===== config.mk =====
export PLATFORM = sky130hd
export DESIGN_NAME = sbc_top
export DESIGN_NICKNAME = d
export VERILOG_FILES = /design/src/hdl/sbc_pkg.sv /design/src/hdl/sbc_top.sv
export VERILOG_INCLUDE_DIRS = /design/src /design/src/hdl
export SDC_FILE = /design/constraint.sdc
export NUM_CORES = 1
export LEC_CHECK = 0
export ABC_AREA = 1
export BUFFER_PORTS_ARGS = -buffer_cell sky130_fd_sc_hd__buf_2
export CAP_MARGIN = 10
export CORE_MARGIN = 4
export CORE_UTILIZATION = 45
export DETAILED_ROUTE_END_ITERATION = 8
export PLACE_DENSITY = 0.68
export SLEW_MARGIN = 20
export SYNTH_ARGS = -nofsm -noshare
export SYNTH_HDL_FRONTEND = slang
export SYNTH_SLANG_ARGS = --single-unit

===== constraint.sdc =====
create_clock -name CLK -period 2.9 [get_ports CLK]
set_input_delay 0.435 -clock CLK [delete_from_list [all_inputs] [get_ports CLK]]
set_output_delay 0.435 -clock CLK [all_outputs]
set_load 0.1 [all_outputs]

===== src/hdl/sbc_regs.svh =====
// Register map, field positions and counts for the sample buffer control
// Notes on behaviour
// - Writing 1 to the purge bit empties the buffer and clears every buffer event flag.
// - A purge also clears the gate error flag and the five-bit gate sample counter.
// - The purge bit clears itself in one cycle, so a register read always returns 0 there.
// - The sleep-hold bit at 0 ignores the watermark-or-overflow condition; at 1 its rise forces WAKE and restarts the timer.
// - With sleep-hold on, SLEEP is entered when the auto-sleep timer expires with flags uncleared.
// - Clearing the flags by purge, or by reading samples while in WAKE, restarts the timer and leaves it in WAKE.
// - Sleep-hold only acts in stream or stop buffer mode.
// - The watermark flag is high whenever the sample count is at or above a nonzero threshold.
// - A threshold of zero never raises the watermark flag.
// - In triggered mode the threshold caps the number of pre-trigger samples kept.
// - Selecting the disabled buffer mode flushes the buffer like a purge.
// - Triggered: fill 32 minus threshold, ignore retriggers, set overflow, stop until emptied.
`ifndef SBC_REGS_SVH
`define SBC_REGS_SVH
`define SBC_CFG2_ADDR 8'h27
`define SBC_CFG2_RESET 8'h00
`define SBC_PURGE_BIT 7
`define SBC_HOLD_BIT 6
`define SBC_LVL_MSB 5
`define SBC_LVL_LSB 0
`define SBC_DEPTH 6'h20
`define SBC_GATE_W 5
`endif


===== src/hdl/sbc_pkg.sv =====
// Types for the sample buffer control
package sbc_pkg;
    typedef enum logic [1:0] {
        SBC_OFF = 2'h0,
        SBC_STREAM = 2'h1,
        SBC_STOP = 2'h2,
        SBC_TRIG = 2'h3
    } sbc_mode_t;
    typedef enum logic [1:0] {
        SBC_WAKE = 2'h1,
        SBC_SLEEP = 2'h2
    } sbc_pwr_t;
endpackage


===== src/hdl/sbc_top.sv =====
// Buffer configuration register, sample count, flags and auto-sleep hold
`timescale 1ns/1ps
`include "sbc_regs.svh"
module sbc_top
    import sbc_pkg::*;
#(
    parameter int DW = 36,
    parameter int PW = 8
) (
    // Clock and reset
    input wire logic CLK,
    input wire logic NRST,
    // Register port
    input wire logic [7:0] REG_ADDR,
    input wire logic REG_WR,
    input wire logic [7:0] REG_WDATA,
    input wire logic REG_RD,
    output logic [7:0] REG_RDATA,
    // Buffer mode and host sample reads
    input wire logic [1:0] BUF_MODE,
    input wire logic SAMPLE_READ,
    input wire logic TRIG,
    // Auto-sleep timing
    input wire logic [PW-1:0] AUTO_SLEEP_PERIOD,
    input wire logic ODR_TICK,
    // Incoming samples
    input wire logic SMP_VALID,
    input wire logic [DW-1:0] SMP_DATA,
    output logic SMP_READY,
    // Samples toward storage
    output logic OUT_VALID,
    output logic [DW-1:0] OUT_DATA,
    input wire logic OUT_READY,
    // Status
    output logic [5:0] SAMPLE_COUNT,
    output logic WMRK_FLAG,
    output logic BUFFER_OVERFLOW_FLAG,
    output logic STORE_FLUSH,
    output logic DROP_OLDEST,
    output logic GATE_CLEAR,
    output logic SLEEP_MODE
);
    // Configuration register
    logic hold_q, hold_d;
    logic [5:0] lvl_q, lvl_d;
    logic [7:0] rdata_q, rdata_d;
    logic cfg_hit;
    logic purge_wr;

    always_comb begin
        cfg_hit = REG_ADDR == `SBC_CFG2_ADDR;
        purge_wr = REG_WR && cfg_hit && REG_WDATA[`SBC_PURGE_BIT];
        hold_d = hold_q;
        lvl_d = lvl_q;
        rdata_d = rdata_q;
        if (REG_WR && cfg_hit) begin
            hold_d = REG_WDATA[`SBC_HOLD_BIT];
            lvl_d = REG_WDATA[`SBC_LVL_MSB:`SBC_LVL_LSB];
        end
        if (REG_RD) begin
            rdata_d = 8'h00;
            if (cfg_hit) begin
                rdata_d = {1'b0, hold_q, lvl_q};
            end
        end
    end

    always_ff @(posedge CLK or negedge NRST) begin
        if (!NRST) begin
            hold_q <= 1'b0;
            lvl_q <= 6'h00;
            rdata_q <= 8'h00;
        end else begin
            hold_q <= hold_d;
            lvl_q <= lvl_d;
            rdata_q <= rdata_d;
        end
    end

    // Flush on a purge write and while the mode is disabled, purge bit never stored
    logic flush_q, flush_d;
    always_comb begin
        flush_d = purge_wr || (BUF_MODE == SBC_OFF);
    end

    always_ff @(posedge CLK or negedge NRST) begin
        if (!NRST) begin
            flush_q <= 1'b0;
        end else begin
            flush_q <= flush_d;
        end
    end

    // Two-entry buffer
    logic [DW-1:0] ent_q [2];
    logic [DW-1:0] ent_d [2];
    logic [1:0] fill_q, fill_d;
    logic rdy_q, rdy_d;
    logic ov_q, ov_d;
    logic push, pop;
    logic stop_q, stop_d;

    always_comb begin
        push = SMP_VALID && rdy_q;
        pop = ov_q && OUT_READY;
        ent_d = ent_q;
        fill_d = fill_q;
        if (pop) begin
            ent_d[0] = ent_q[1];
            fill_d = fill_q - 2'h1;
        end
        if (push) begin
            ent_d[fill_d[0]] = SMP_DATA;
            fill_d = fill_d + 2'h1;
        end
        if (flush_q) begin
            fill_d = 2'h0;
        end
        rdy_d = fill_d != 2'h2;
        ov_d = (fill_d != 2'h0) && !stop_d;
    end

    always_ff @(posedge CLK or negedge NRST) begin
        if (!NRST) begin
            ent_q[0] <= '0;
            ent_q[1] <= '0;
            fill_q <= 2'h0;
            rdy_q <= 1'b0;
            ov_q <= 1'b0;
        end else begin
            ent_q <= ent_d;
            fill_q <= fill_d;
            rdy_q <= rdy_d;
            ov_q <= ov_d;
        end
    end

    // Sample count, flags and triggered capture
    logic [5:0] cnt_q, cnt_d;
    logic wm_q, wm_d;
    logic ovf_q, ovf_d;
    logic armed_q, armed_d;
    logic drop_q, drop_d;
    logic gclr_q, gclr_d;
    logic rd_ok;
    logic full;

    always_comb begin
        cnt_d = cnt_q;
        ovf_d = ovf_q;
        stop_d = stop_q;
        armed_d = armed_q;
        drop_d = 1'b0;
        rd_ok = SAMPLE_READ && (cnt_q != 6'h00);
        full = cnt_q == `SBC_DEPTH;
        if (rd_ok) begin
            cnt_d = cnt_q - 6'h01;
            ovf_d = 1'b0;
        end
        if (BUF_MODE == SBC_TRIG && !armed_q && TRIG) begin
            armed_d = 1'b1;
        end
        if (pop) begin
            unique case (BUF_MODE)
                SBC_TRIG: begin
                    // Past the cap the oldest is pushed out
                    if (!armed_q && cnt_q >= lvl_q) begin
                        drop_d = 1'b1;
                    end else begin
                        cnt_d = cnt_d + 6'h01;
                    end
                end
                SBC_STREAM: begin
                    if (full && !rd_ok) begin
                        drop_d = 1'b1;
                    end else begin
                        cnt_d = cnt_d + 6'h01;
                    end
                end
                default: begin
                    cnt_d = cnt_d + 6'h01;
                end
            endcase
        end
        // Set wins over a same-cycle read
        if (cnt_d == `SBC_DEPTH && BUF_MODE != SBC_OFF) begin
            ovf_d = 1'b1;
            stop_d = BUF_MODE != SBC_STREAM;
        end
        // Emptying a stopped capture rearms it
        if (cnt_d == 6'h00) begin
            stop_d = 1'b0;
            if (stop_q) begin
                armed_d = 1'b0;
            end
        end
        if (BUF_MODE != SBC_TRIG) begin
            armed_d = 1'b0;
        end
        if (flush_q) begin
            cnt_d = 6'h00;
            ovf_d = 1'b0;
            stop_d = 1'b0;
            armed_d = 1'b0;
            drop_d = 1'b0;
        end
        wm_d = (lvl_q != 6'h00) && (cnt_d >= lvl_q);
        gclr_d = flush_q || (rd_ok && cnt_d == 6'h00);
    end

    always_ff @(posedge CLK or negedge NRST) begin
        if (!NRST) begin
            cnt_q <= 6'h00;
            wm_q <= 1'b0;
            ovf_q <= 1'b0;
            stop_q <= 1'b0;
            armed_q <= 1'b0;
            drop_q <= 1'b0;
            gclr_q <= 1'b0;
        end else begin
            cnt_q <= cnt_d;
            wm_q <= wm_d;
            ovf_q <= ovf_d;
            stop_q <= stop_d;
            armed_q <= armed_d;
            drop_q <= drop_d;
            gclr_q <= gclr_d;
        end
    end

    // Auto-sleep timer and power state
    sbc_pwr_t pwr_q, pwr_d;
    logic [PW-1:0] tmr_q, tmr_d;
    logic flg_q, flg_d;
    logic hold_act;
    logic flg_clr;
    logic flg_set;
    logic sleep_q, sleep_d;

    always_comb begin
        // Hold only in stream and stop modes
        hold_act = hold_q && (BUF_MODE == SBC_STREAM || BUF_MODE == SBC_STOP);
        flg_d = wm_q || ovf_q;
        flg_set = hold_act && flg_d && !flg_q;
        flg_clr = hold_act && flg_q && !flg_d && pwr_q == SBC_WAKE;
        pwr_d = pwr_q;
        tmr_d = tmr_q;
        if (flush_q || flg_clr || flg_set || (BUF_MODE == SBC_TRIG && armed_q)) begin
            tmr_d = '0;
            pwr_d = SBC_WAKE;
        end else begin
            // Timer runs only while awake
            unique case (pwr_q)
                SBC_WAKE: begin
                    if (ODR_TICK && AUTO_SLEEP_PERIOD != '0) begin
                        if (tmr_q + PW'(1) >= AUTO_SLEEP_PERIOD) begin
                            pwr_d = SBC_SLEEP;
                            tmr_d = '0;
                        end else begin
                            tmr_d = tmr_q + PW'(1);
                        end
                    end
                end
                SBC_SLEEP: begin
                    tmr_d = '0;
                end
            endcase
        end
        sleep_d = pwr_d == SBC_SLEEP;
    end

    always_ff @(posedge CLK or negedge NRST) begin
        if (!NRST) begin
            pwr_q <= SBC_WAKE;
            tmr_q <= '0;
            flg_q <= 1'b0;
            sleep_q <= 1'b0;
        end else begin
            pwr_q <= pwr_d;
            tmr_q <= tmr_d;
            flg_q <= flg_d;
            sleep_q <= sleep_d;
        end
    end

    // Outputs
    always_comb begin
        // Register and stream side
        REG_RDATA = rdata_q;
        SMP_READY = rdy_q;
        OUT_VALID = ov_q;
        OUT_DATA = ent_q[0];
        // Status side
        SAMPLE_COUNT = cnt_q;
        WMRK_FLAG = wm_q;
        BUFFER_OVERFLOW_FLAG = ovf_q;
        STORE_FLUSH = flush_q;
        DROP_OLDEST = drop_q;
        GATE_CLEAR = gclr_q;
        SLEEP_MODE = sleep_q;
    end
endmodule


==> flow_metrics.py, run 1 <==
metrics = {
    "routing": {
        "antenna_left": 0,
        "drt_iter0_markers": 222,
        "remaining_drc_errors": 0,
        "dr_total_vias": 5054,
        "dr.pass1.iters": 5,
        "wl_per_cell_um": 14.26,
        "via_per_inst": 4.999,
        "wirelength_mm": 14.42,
    },
    "place": {
        "gp_congestion": 0.8660,
        "hpwl_mm": 10.60,
        "dpl_worst_slack_ps": -187.5,
        "portBuffers": 127,
    },
    "floorplanning": {
        "dieArea_mm2": 0.01565,
        "fp.dieH_um": 125.1,
        "die-width_um": 125.1,
        "core_area_mm2": 0.01335,
        "ioPinCount": 129,
        "initial_utilization_pct": 46.24,
        "rows": 42,
    },
    "global_route": {
        "grt_max_degree": 73,
        "grt_pass1_vias": 5173,
        "grt_usage_pct": 19.15,
        "antenna_found_initial": 0,
        "overflow": 0,
        "grt_pass1_wl_mm": 24.83,
    },
    "clocking": {
        "cts.sinks": 115,
        "cts_buffers": 17,
        "root_buffer": "clkbuf_16",
        "cts_buffer_depth": 2,
        "h-tree-depth": 4,
        "cts_tree": "built",
        "clk_pin_slew_ps": 50,
        "insertion_delay_ps": 400,
    },
    "timing": {
        "finalHoldViolations": 0,
        "drv_slew": 0,
        "setup_viol": 1,
        "worstMarginPinSlew_ps": 891.0,
        "clock.fmax_mhz": 323.9,
        "min_period_ps": 3087,
        "clock_skew_ps": 5.813,
        "setup_ws_ps": -187.5,
        "period_share_pct": 106.5,
        "rsz0062_at_grt": "yes",
        "relSlewSlack_pct": 40.60,
    },
    "flow_run": {
        "cap_violations": 0,
    },
    "worst_setup_path": {
        "worst_setup_path_end_kind": "flop",
        "crit_required_ps": 3180,
        "max_stage_delay_ps": 480,
        "critPathLaunchType": "flop",
        "critPathKind": "flop to flop",
        "cp_slowest_cell": "dfrtp_4",
        "critPathArrivalTime_ps": 3370,
        "cp_cell_sequence": "inv_4, ha_4, nand3_4, nand2_4, nand2_2, nand2_2, inv_2, ha_4, nor2_1, a21oi_1, nand2_1, nand2_2, nand2_2, inv_2, ha_1, a21boi_0, o21a_1, o21a_1, o21a_1, o21a_1, o32ai_2, inv_1",
        "crit_fanout": 4,
        "r2r_setup_slack_ps": -190,
    },
    "layout": {
        "final_common_cell": "nand2_1",
        "nets": 921,
        "diodes": 0,
        "synthToLayoutAreaGrowth_pct": 24.55,
        "utilization_pct": 57.59,
        "drive_gt1_share_pct": 35.09,
        "mostFrequentLayoutCells": "nand2_1 (148), buf_2 (126), dfrtp_1 (107)",
        "nFillCells": 1188,
    },
    "run_status": {
        "status": "finished, violations left",
        "failed_checks": "setup timing",
    },
    "yosys": {
        "synth-seq-area-share_pct": 46.65,
        "syn_area_mm2": 0.006172,
        "ys_warn_count": 0,
        "synth_edf_count": 0,
        "synth_nets": 796,
        "synth_cells": 698,
        "synth_ff_type": "dfrtp_1",
        "synth.largest_area_cell": "dfrtp_1",
        "synth.distinct_cells": 42,
        "synth-seq-cells": 115,
        "synthTopCellsByArea": "dfrtp_1 (46%), nand2_1 (9.4%), mux2_2 (7.8%)",
        "syn_avg_cell_area_um2": 8.843,
        "async_flop_share_pct": 100.0,
        "synth_top_area_share_pct": 46.22,
    },
    "hold_path": {
        "hold_path_class": "primary input to async pin",
    },
}
## Yosys cell counts, types with 11 or more instances
master and number:
buf_4 38, nand3_1 28, dfrtp_1 114, clkbuf_1 16, o22ai_1 11, o21ai_0 13
inv_1 83, ha_1 27, nor2_1 54, nand2_1 155, mux2_2 43, a31oi_1 36
## kinds of logic after synthesis
kind of cell	share of synthesized area (%)
buffers and inverters	11.29
and+or+nand+nor	19.03
muxes	7.845
AOI/OAI and AO/OA	8.798
xor gates and xnor gates	0.8514
DFF	46.65
adders and majority gates	5.473
other	0.06076
## worst max-delay path: cells and delay by family, from the launching register on
family | cells | cell delay (ps)
AO/OA/AOI/OAI | 7 | 1020
adder cells (fa/ha/maj) | 3 | 620
buffers and inverters | 4 | 250
flip-flops | 1 | 480
AND/OR/NAND/NOR | 8 | 590
## per-layer routing
metal  GRT usage (%)  vias up  routed length (um)
met4           6.952        0                 215
met5               0        -                   0
met3           4.606       17                 699
li1                -     2499                   -
met1           24.10     2405                6276
met2           32.24      133                7226
## area by class of cell
type	instances	area (um^2)	share of cell area, %
sequential	115	2893	37.63
multi-input combinational	437	2675	34.80
timing repair buffer	164	932.1	12.13
clock buffer	23	478.0	6.217
inverter	88	339.1	4.411
tap	176	220.2	2.865
clock inverter	8	150.1	1.953
## stage by stage
step | hold WS (ps) | setup TNS (ps) | std cells | cell area [um^2]
after floorplan | 139.4 | -279.7 | 698 | 6228
after global placement | 474.7 | -92.01 | 976 | 6987
after detailed placement | 484.3 | -187.5 | 976 | 6987
after CTS | 46.10 | -200.6 | 1007 | 7631
after global routing | 75.09 | -407.2 | 1011 | 7687
final | 42.81 | -187.5 | 1011 | 7687
## what timing repair did
item	CTS	global route
endpoints found under the setup margin	1	9
pin swaps	5	7
buffers inserted	0	4
hold buffers	0	0
resized for setup	5	9
## final timing paths
| check | start | to | cells after the start |
|---|---|---|---|
| hold reg to reg | pwr_q[0] | pwr_q[0] | 2 |
| setup / recovery | SAMPLE_COUNT[1] | WMRK_FLAG | 22 |
| setup reg to reg | SAMPLE_COUNT[1] | WMRK_FLAG | 22 |
| hold / removal | NRST | OUT_DATA[8] | 1 |
| min in group CLK | REG_WDATA[2] | lvl_q[2] | 2 |
| max in group asynchronous | NRST | async pin | 2 |
Power of run 1 is left out: the tool's default activity adds up to more than one toggle a clock period on the data nets, which glitch-free logic cannot reach.
==> run 2: changes to the inputs <==
--- a/config.mk
+++ b/config.mk
@@ -9,6 +9,7 @@
 export ABC_AREA = 1
 export BUFFER_PORTS_ARGS = -buffer_cell sky130_fd_sc_hd__buf_2
 export CAP_MARGIN = 10
+export CORE_ASPECT_RATIO = 1.1
 export CORE_MARGIN = 4
 export CORE_UTILIZATION = 45
 export DETAILED_ROUTE_END_ITERATION = 8
==> flow_metrics.py, run 2 (same netlist as run 1, synthesis figures left out) <==
metrics = {
    "run_status": {
        "status": "finished, violations left",
        "failed_checks": "setup timing",
    },
    "place": {
        "post_dp_cell_area_mm2": 0.007022,
        "hpwl_mm": 9.952,
        "gp_congestion": 0.8272,
        "portBuffers": 127,
    },
    "layout": {
        "nets": 925,
        "postLayoutCellArea_mm2": 0.007727,
        "diodes": 0,
        "drive_gt1_share_pct": 36.67,
        "synthToLayoutAreaGrowth_pct": 25.20,
        "nFillCells": 1149,
        "final_common_cell": "nand2_1",
        "mostFrequentLayoutCells": "nand2_1 (146), buf_2 (126), dfrtp_1 (107)",
    },
    "routing": {
        "drt_iter0_markers": 280,
        "wl_per_cell_um": 13.45,
        "dr_total_vias": 4964,
        "wirelength_mm": 13.77,
        "remaining_drc_errors": 0,
        "dr.pass1.iters": 4,
        "antenna_left": 0,
        "via_per_inst": 4.848,
    },
    "floorplanning": {
        "core_area_mm2": 0.01332,
        "initial_utilization_pct": 46.33,
        "dieArea_mm2": 0.01566,
        "fp.dieH_um": 130.8,
        "die-width_um": 119.7,
        "rows": 44,
        "ioPinCount": 129,
    },
    "clocking": {
        "cts_buffers": 17,
        "root_buffer": "clkbuf_16",
        "clk_pin_slew_ps": 60,
        "h-tree-depth": 4,
        "insertion_delay_ps": 410,
        "cts.sinks": 115,
        "cts_buffer_depth": 2,
        "cts_tree": "built",
    },
    "global_route": {
        "overflow": 0,
        "grt_max_degree": 116,
        "grt_pass1_vias": 4892,
        "antenna_found_initial": 0,
        "grt_pass1_wl_mm": 22.51,
        "grt_usage_pct": 17.83,
    },
    "timing": {
        "min_period_ps": 3004,
        "drv_slew": 0,
        "worstMarginPinSlew_ps": 906.7,
        "clock.fmax_mhz": 332.9,
        "clock_skew_ps": 7.497,
        "finalHoldViolations": 0,
        "setup_ws_ps": -103.9,
        "rsz0062_at_grt": "yes",
        "relSlewSlack_pct": 39.55,
        "period_share_pct": 103.6,
        "setup_viol": 1,
    },
    "worst_setup_path": {
        "critPathLaunchType": "flop",
        "crit_fanout": 4,
        "crit_required_ps": 3190,
        "worst_setup_path_end_kind": "flop",
        "critPathKind": "flop to flop",
        "critPathArrivalTime_ps": 3300,
    },
    "hold_path": {
        "hold_path_class": "primary input to async pin",
    },
    "flow_run": {
        "cap_violations": 0,
    },
}
[run 2: changes by cell type in the layout (fill, tap and decap cells not counted), moves of 2 or more]
cell,before,now
bufinv_16,4,2
clkbuf_8,3,1
buf_4,36,41
nand3_1,27,23
clkinv_4,2,4
nand2_1,148,146
clkinv_2,2,5
nand3_2,2,6
[run 2: critical path, stage by stage, from the launching register on]
cell and delay [ps]:
dfrtp_4 480, clkinv_4 60, ha_4 150, nand3_4 100, nand2_4 90, nand2_2 60, nand2_2 70, inv_2 50
ha_4 260, nor2_1 40, a21oi_1 110, nand2_1 70, nand2_2 80, nand2_2 60, inv_2 60, ha_1 210
a21boi_1 120, o21a_1 160, o21a_1 160, o21a_1 160, o21a_1 170, o32ai_2 90, inv_1 60
[run 2: worst paths after layout]
kind / start / to / slack (ps) / cells past startpoint
max: SAMPLE_COUNT[0] / WMRK_FLAG / -100 / 22
min: NRST / lvl_q[2] / 60 / 2
max reg2reg: SAMPLE_COUNT[0] / WMRK_FLAG / -100 / 22
min reg2reg: WMRK_FLAG / flg_q / 500 / 2
max in group asynchronous: NRST / OUT_DATA[9] / 2300 / 2
min in group CLK: REG_WDATA[2] / lvl_q[2] / 250 / 2
[run 2: final cells by class]
class,count,area [um^2],area share [%]
timing repair buffer,168,958.4,12.40
multi-input combinational,437,2729,35.31
clock inverter,12,131.4,1.700
inverter,88,339.1,4.388
tap,184,230.2,2.979
clock buffer,20,446.7,5.780
sequential,115,2893,37.44
[run 2: per-stage QoR]
stage	cells	hold WS (ps)	setup TNS (ps)	worst slack (ps)	util, %
finish	1024	60.93	-103.9	-103.9	58.00
global route	1024	98.18	-348.1	-319.6	58.00
CTS	1021	126.2	-118.3	-118.3	57.36
detailed placement	987	487.3	-182.9	-182.9	52.70
global placement	987	480.3	-88.85	-88.85	52.70
floorplan	698	139.4	-279.7	-279.7	-
[run 2: repair_timing]
item,in CTS,in global routing
setup endpoints to repair,1,12
hold buffers,0,0
buffers inserted,2,3
gates resized for setup,7,17
pin swaps,5,7
[run 2: layer usage]
metal  track usage, %  up-vias  share of wire (%)  wire length [um]
li1                 -     2505                  -                 -
met1            21.41     2310                 43              5942
met2            31.38      134                 50              6902
met3            4.606       15                5.2               723
met4            6.199        0                1.5               205
met5                0        -                  0                 0
Power of run 2 is left out for the same reason.
==> run 3: changes to the inputs <==
--- a/config.mk
+++ b/config.mk
@@ -13,6 +13,7 @@
 export CORE_MARGIN = 4
 export CORE_UTILIZATION = 45
 export DETAILED_ROUTE_END_ITERATION = 8
+export MAX_ROUTING_LAYER = met4
 export PLACE_DENSITY = 0.68
 export SLEW_MARGIN = 20
 export SYNTH_ARGS = -nofsm -noshare
==> flow_metrics.py, run 3 (same netlist as run 1, synthesis figures left out) <==
metrics = {
    "floorplanning": {
        "core_area_mm2": 0.01332,
        "rows": 44,
        "fp.dieH_um": 130.8,
        "dieArea_mm2": 0.01566,
        "initial_utilization_pct": 46.33,
        "ioPinCount": 129,
        "die-width_um": 119.7,
    },
    "clocking": {
        "h-tree-depth": 4,
        "cts_buffer_depth": 2,
        "root_buffer": "clkbuf_16",
        "clk_pin_slew_ps": 60,
        "cts_buffers": 17,
        "cts_hold_buf": 0,
        "insertion_delay_ps": 410,
        "cts.sinks": 115,
        "cts_tree": "built",
    },
    "global_route": {
        "grt_pass1_vias": 5113,
        "antenna_found_initial": 0,
        "overflow": 0,
        "grt_pass1_wl_mm": 23.74,
        "grt_max_degree": 73,
        "grt_usage_pct": 19.36,
    },
    "flow_run": {
        "cap_violations": 0,
    },
    "place": {
        "dpl_worst_slack_ps": -198.9,
        "gp_congestion": 0.8390,
        "portBuffers": 127,
        "hpwl_mm": 10.35,
        "post_dp_cell_area_mm2": 0.007029,
    },
    "worst_setup_path": {
        "critPathLaunchType": "flop",
        "r2r_setup_slack_ps": -170,
        "max_stage_delay_ps": 480,
        "critPathKind": "flop to flop",
        "cp_slowest_cell": "dfrtp_4",
        "rr_endpoint": "WMRK_FLAG",
        "cp_cell_sequence": "inv_4, ha_4, nand3_4, nand2_4, nand2_2, nand2_2, inv_2, ha_4, nor2_1, a21oi_1, nand2_1, nand2_2, nand2_2, inv_2, ha_1, a21boi_1, o21a_1, o21a_1, o21a_1, o21a_1, o32ai_2, inv_1",
        "critPathArrivalTime_ps": 3370,
        "critPathCapture": "WMRK_FLAG",
        "worst_setup_path_end_kind": "flop",
        "crit_fanout": 4,
        "timing.rr.start": "SAMPLE_COUNT[1]",
        "reg2regPathDepth": 22,
        "crit_required_ps": 3190,
        "startpoint": "SAMPLE_COUNT[1]",
    },
    "run_status": {
        "failed_checks": "setup timing",
        "status": "finished, violations left",
    },
    "timing": {
        "setup_ws_ps": -174.0,
        "drv_slew": 0,
        "period_share_pct": 106.0,
        "finalHoldViolations": 0,
        "clock_skew_ps": 7.268,
        "min_period_ps": 3074,
        "worstMarginPinSlew_ps": 895.4,
        "rsz0062_at_grt": "yes",
        "setup_viol": 1,
        "clock.fmax_mhz": 325.3,
        "relSlewSlack_pct": 40.31,
    },
    "layout": {
        "final_common_cell": "nand2_1",
        "synthToLayoutAreaGrowth_pct": 27.77,
        "nets": 930,
        "mostFrequentLayoutCells": "nand2_1 (146), buf_2 (126), dfrtp_1 (107)",
        "drive_gt1_share_pct": 37.04,
        "postLayoutCellArea_mm2": 0.007886,
        "diodes": 0,
    },
    "routing": {
        "dr.pass1.iters": 5,
        "drt_iter0_markers": 278,
        "via_per_inst": 4.941,
        "wl_per_cell_um": 13.78,
        "wirelength_mm": 14.18,
        "antenna_left": 0,
        "remaining_drc_errors": 0,
        "dr_total_vias": 5084,
    },
    "hold_path": {
        "hold_path_class": "primary input to async pin",
    },
}
## run 3: cell types whose count changed in the layout (fill, tap and decap cells not counted), sizes merged
cell      previous run  this run
buf                168       173
inv                 87        89
clkinv              10         6
bufinv               2         7
clkinvlp             1         0
clkbuf              20        18
## run 3: routing by layer
| layer | GRT usage (%) | up-vias | part of all wire [%] |
|---|---|---|---|
| li1 | - | 2513 | - |
| met1 | 22.93 | 2431 | 44 |
| met2 | 32.95 | 123 | 50 |
| met3 | 4.434 | 17 | 4.5 |
| met4 | 6.469 | 0 | 1.4 |
| met5 | - | - | 0 |
## run 3: worst min path at each step
stage	startpoint	endpoint	slack, ps	cells after the start
after floorplan	NRST	BUFFER_OVERFLOW_FLAG	140	0
after global placement	pwr_q[0]	pwr_q[0]	480	2
after detailed placement	pwr_q[0]	pwr_q[0]	490	2
after CTS	NRST	SAMPLE_COUNT[0]	120	1
after global routing	NRST	REG_RDATA[0]	160	1
final	NRST	REG_RDATA[0]	100	1
## run 3: cell type report
type / count / area, um^2
Clock buffer: 18 / 429.2
Clock inverter: 14 / 271.5
Fill cell: 1180 / 5436
Inverter: 88 / 339.1
Multi-Input combinational cell: 437 / 2728
Sequential cell: 115 / 2893
Tap cell: 184 / 230.2
Timing Repair Buffer: 173 / 996.0
## run 3: what timing repair did
action                     in CTS  in global routing
hold endpoints to repair        0                  0
buffers inserted                4                  5
gates resized for setup         5                 19
pin swaps                       6                 12
setup endpoints to repair       1                 12
## run 3: worst max-delay path: cells and delay by family, from the launching register on
family                     cells  cell delay, ps
AOI/OAI and AO/OA              7            1030
DFF                            1             480
adders and majority gates      3             620
and+or+nand+nor                8             580
buffers and inverters          4             240
## run 3: through the flow
| step | utilization, % | TNS (ps) | instances | hold WS, ps |
|---|---|---|---|---|
| 2_1_floorplan | - | -279.7 | 698 | 139.4 |
| 3_3_place_gp | 52.76 | -84.76 | 988 | 480.6 |
| 3_5_place_dp | 52.76 | -198.9 | 988 | 493.3 |
| 4_1_cts | 58.34 | -199.4 | 1024 | 124.9 |
| 5_1_grt | 59.19 | -411.2 | 1029 | 164.7 |
| 6_report | 59.19 | -174.0 | 1029 | 100.1 |
Power of run 3 is left out for the same reason.
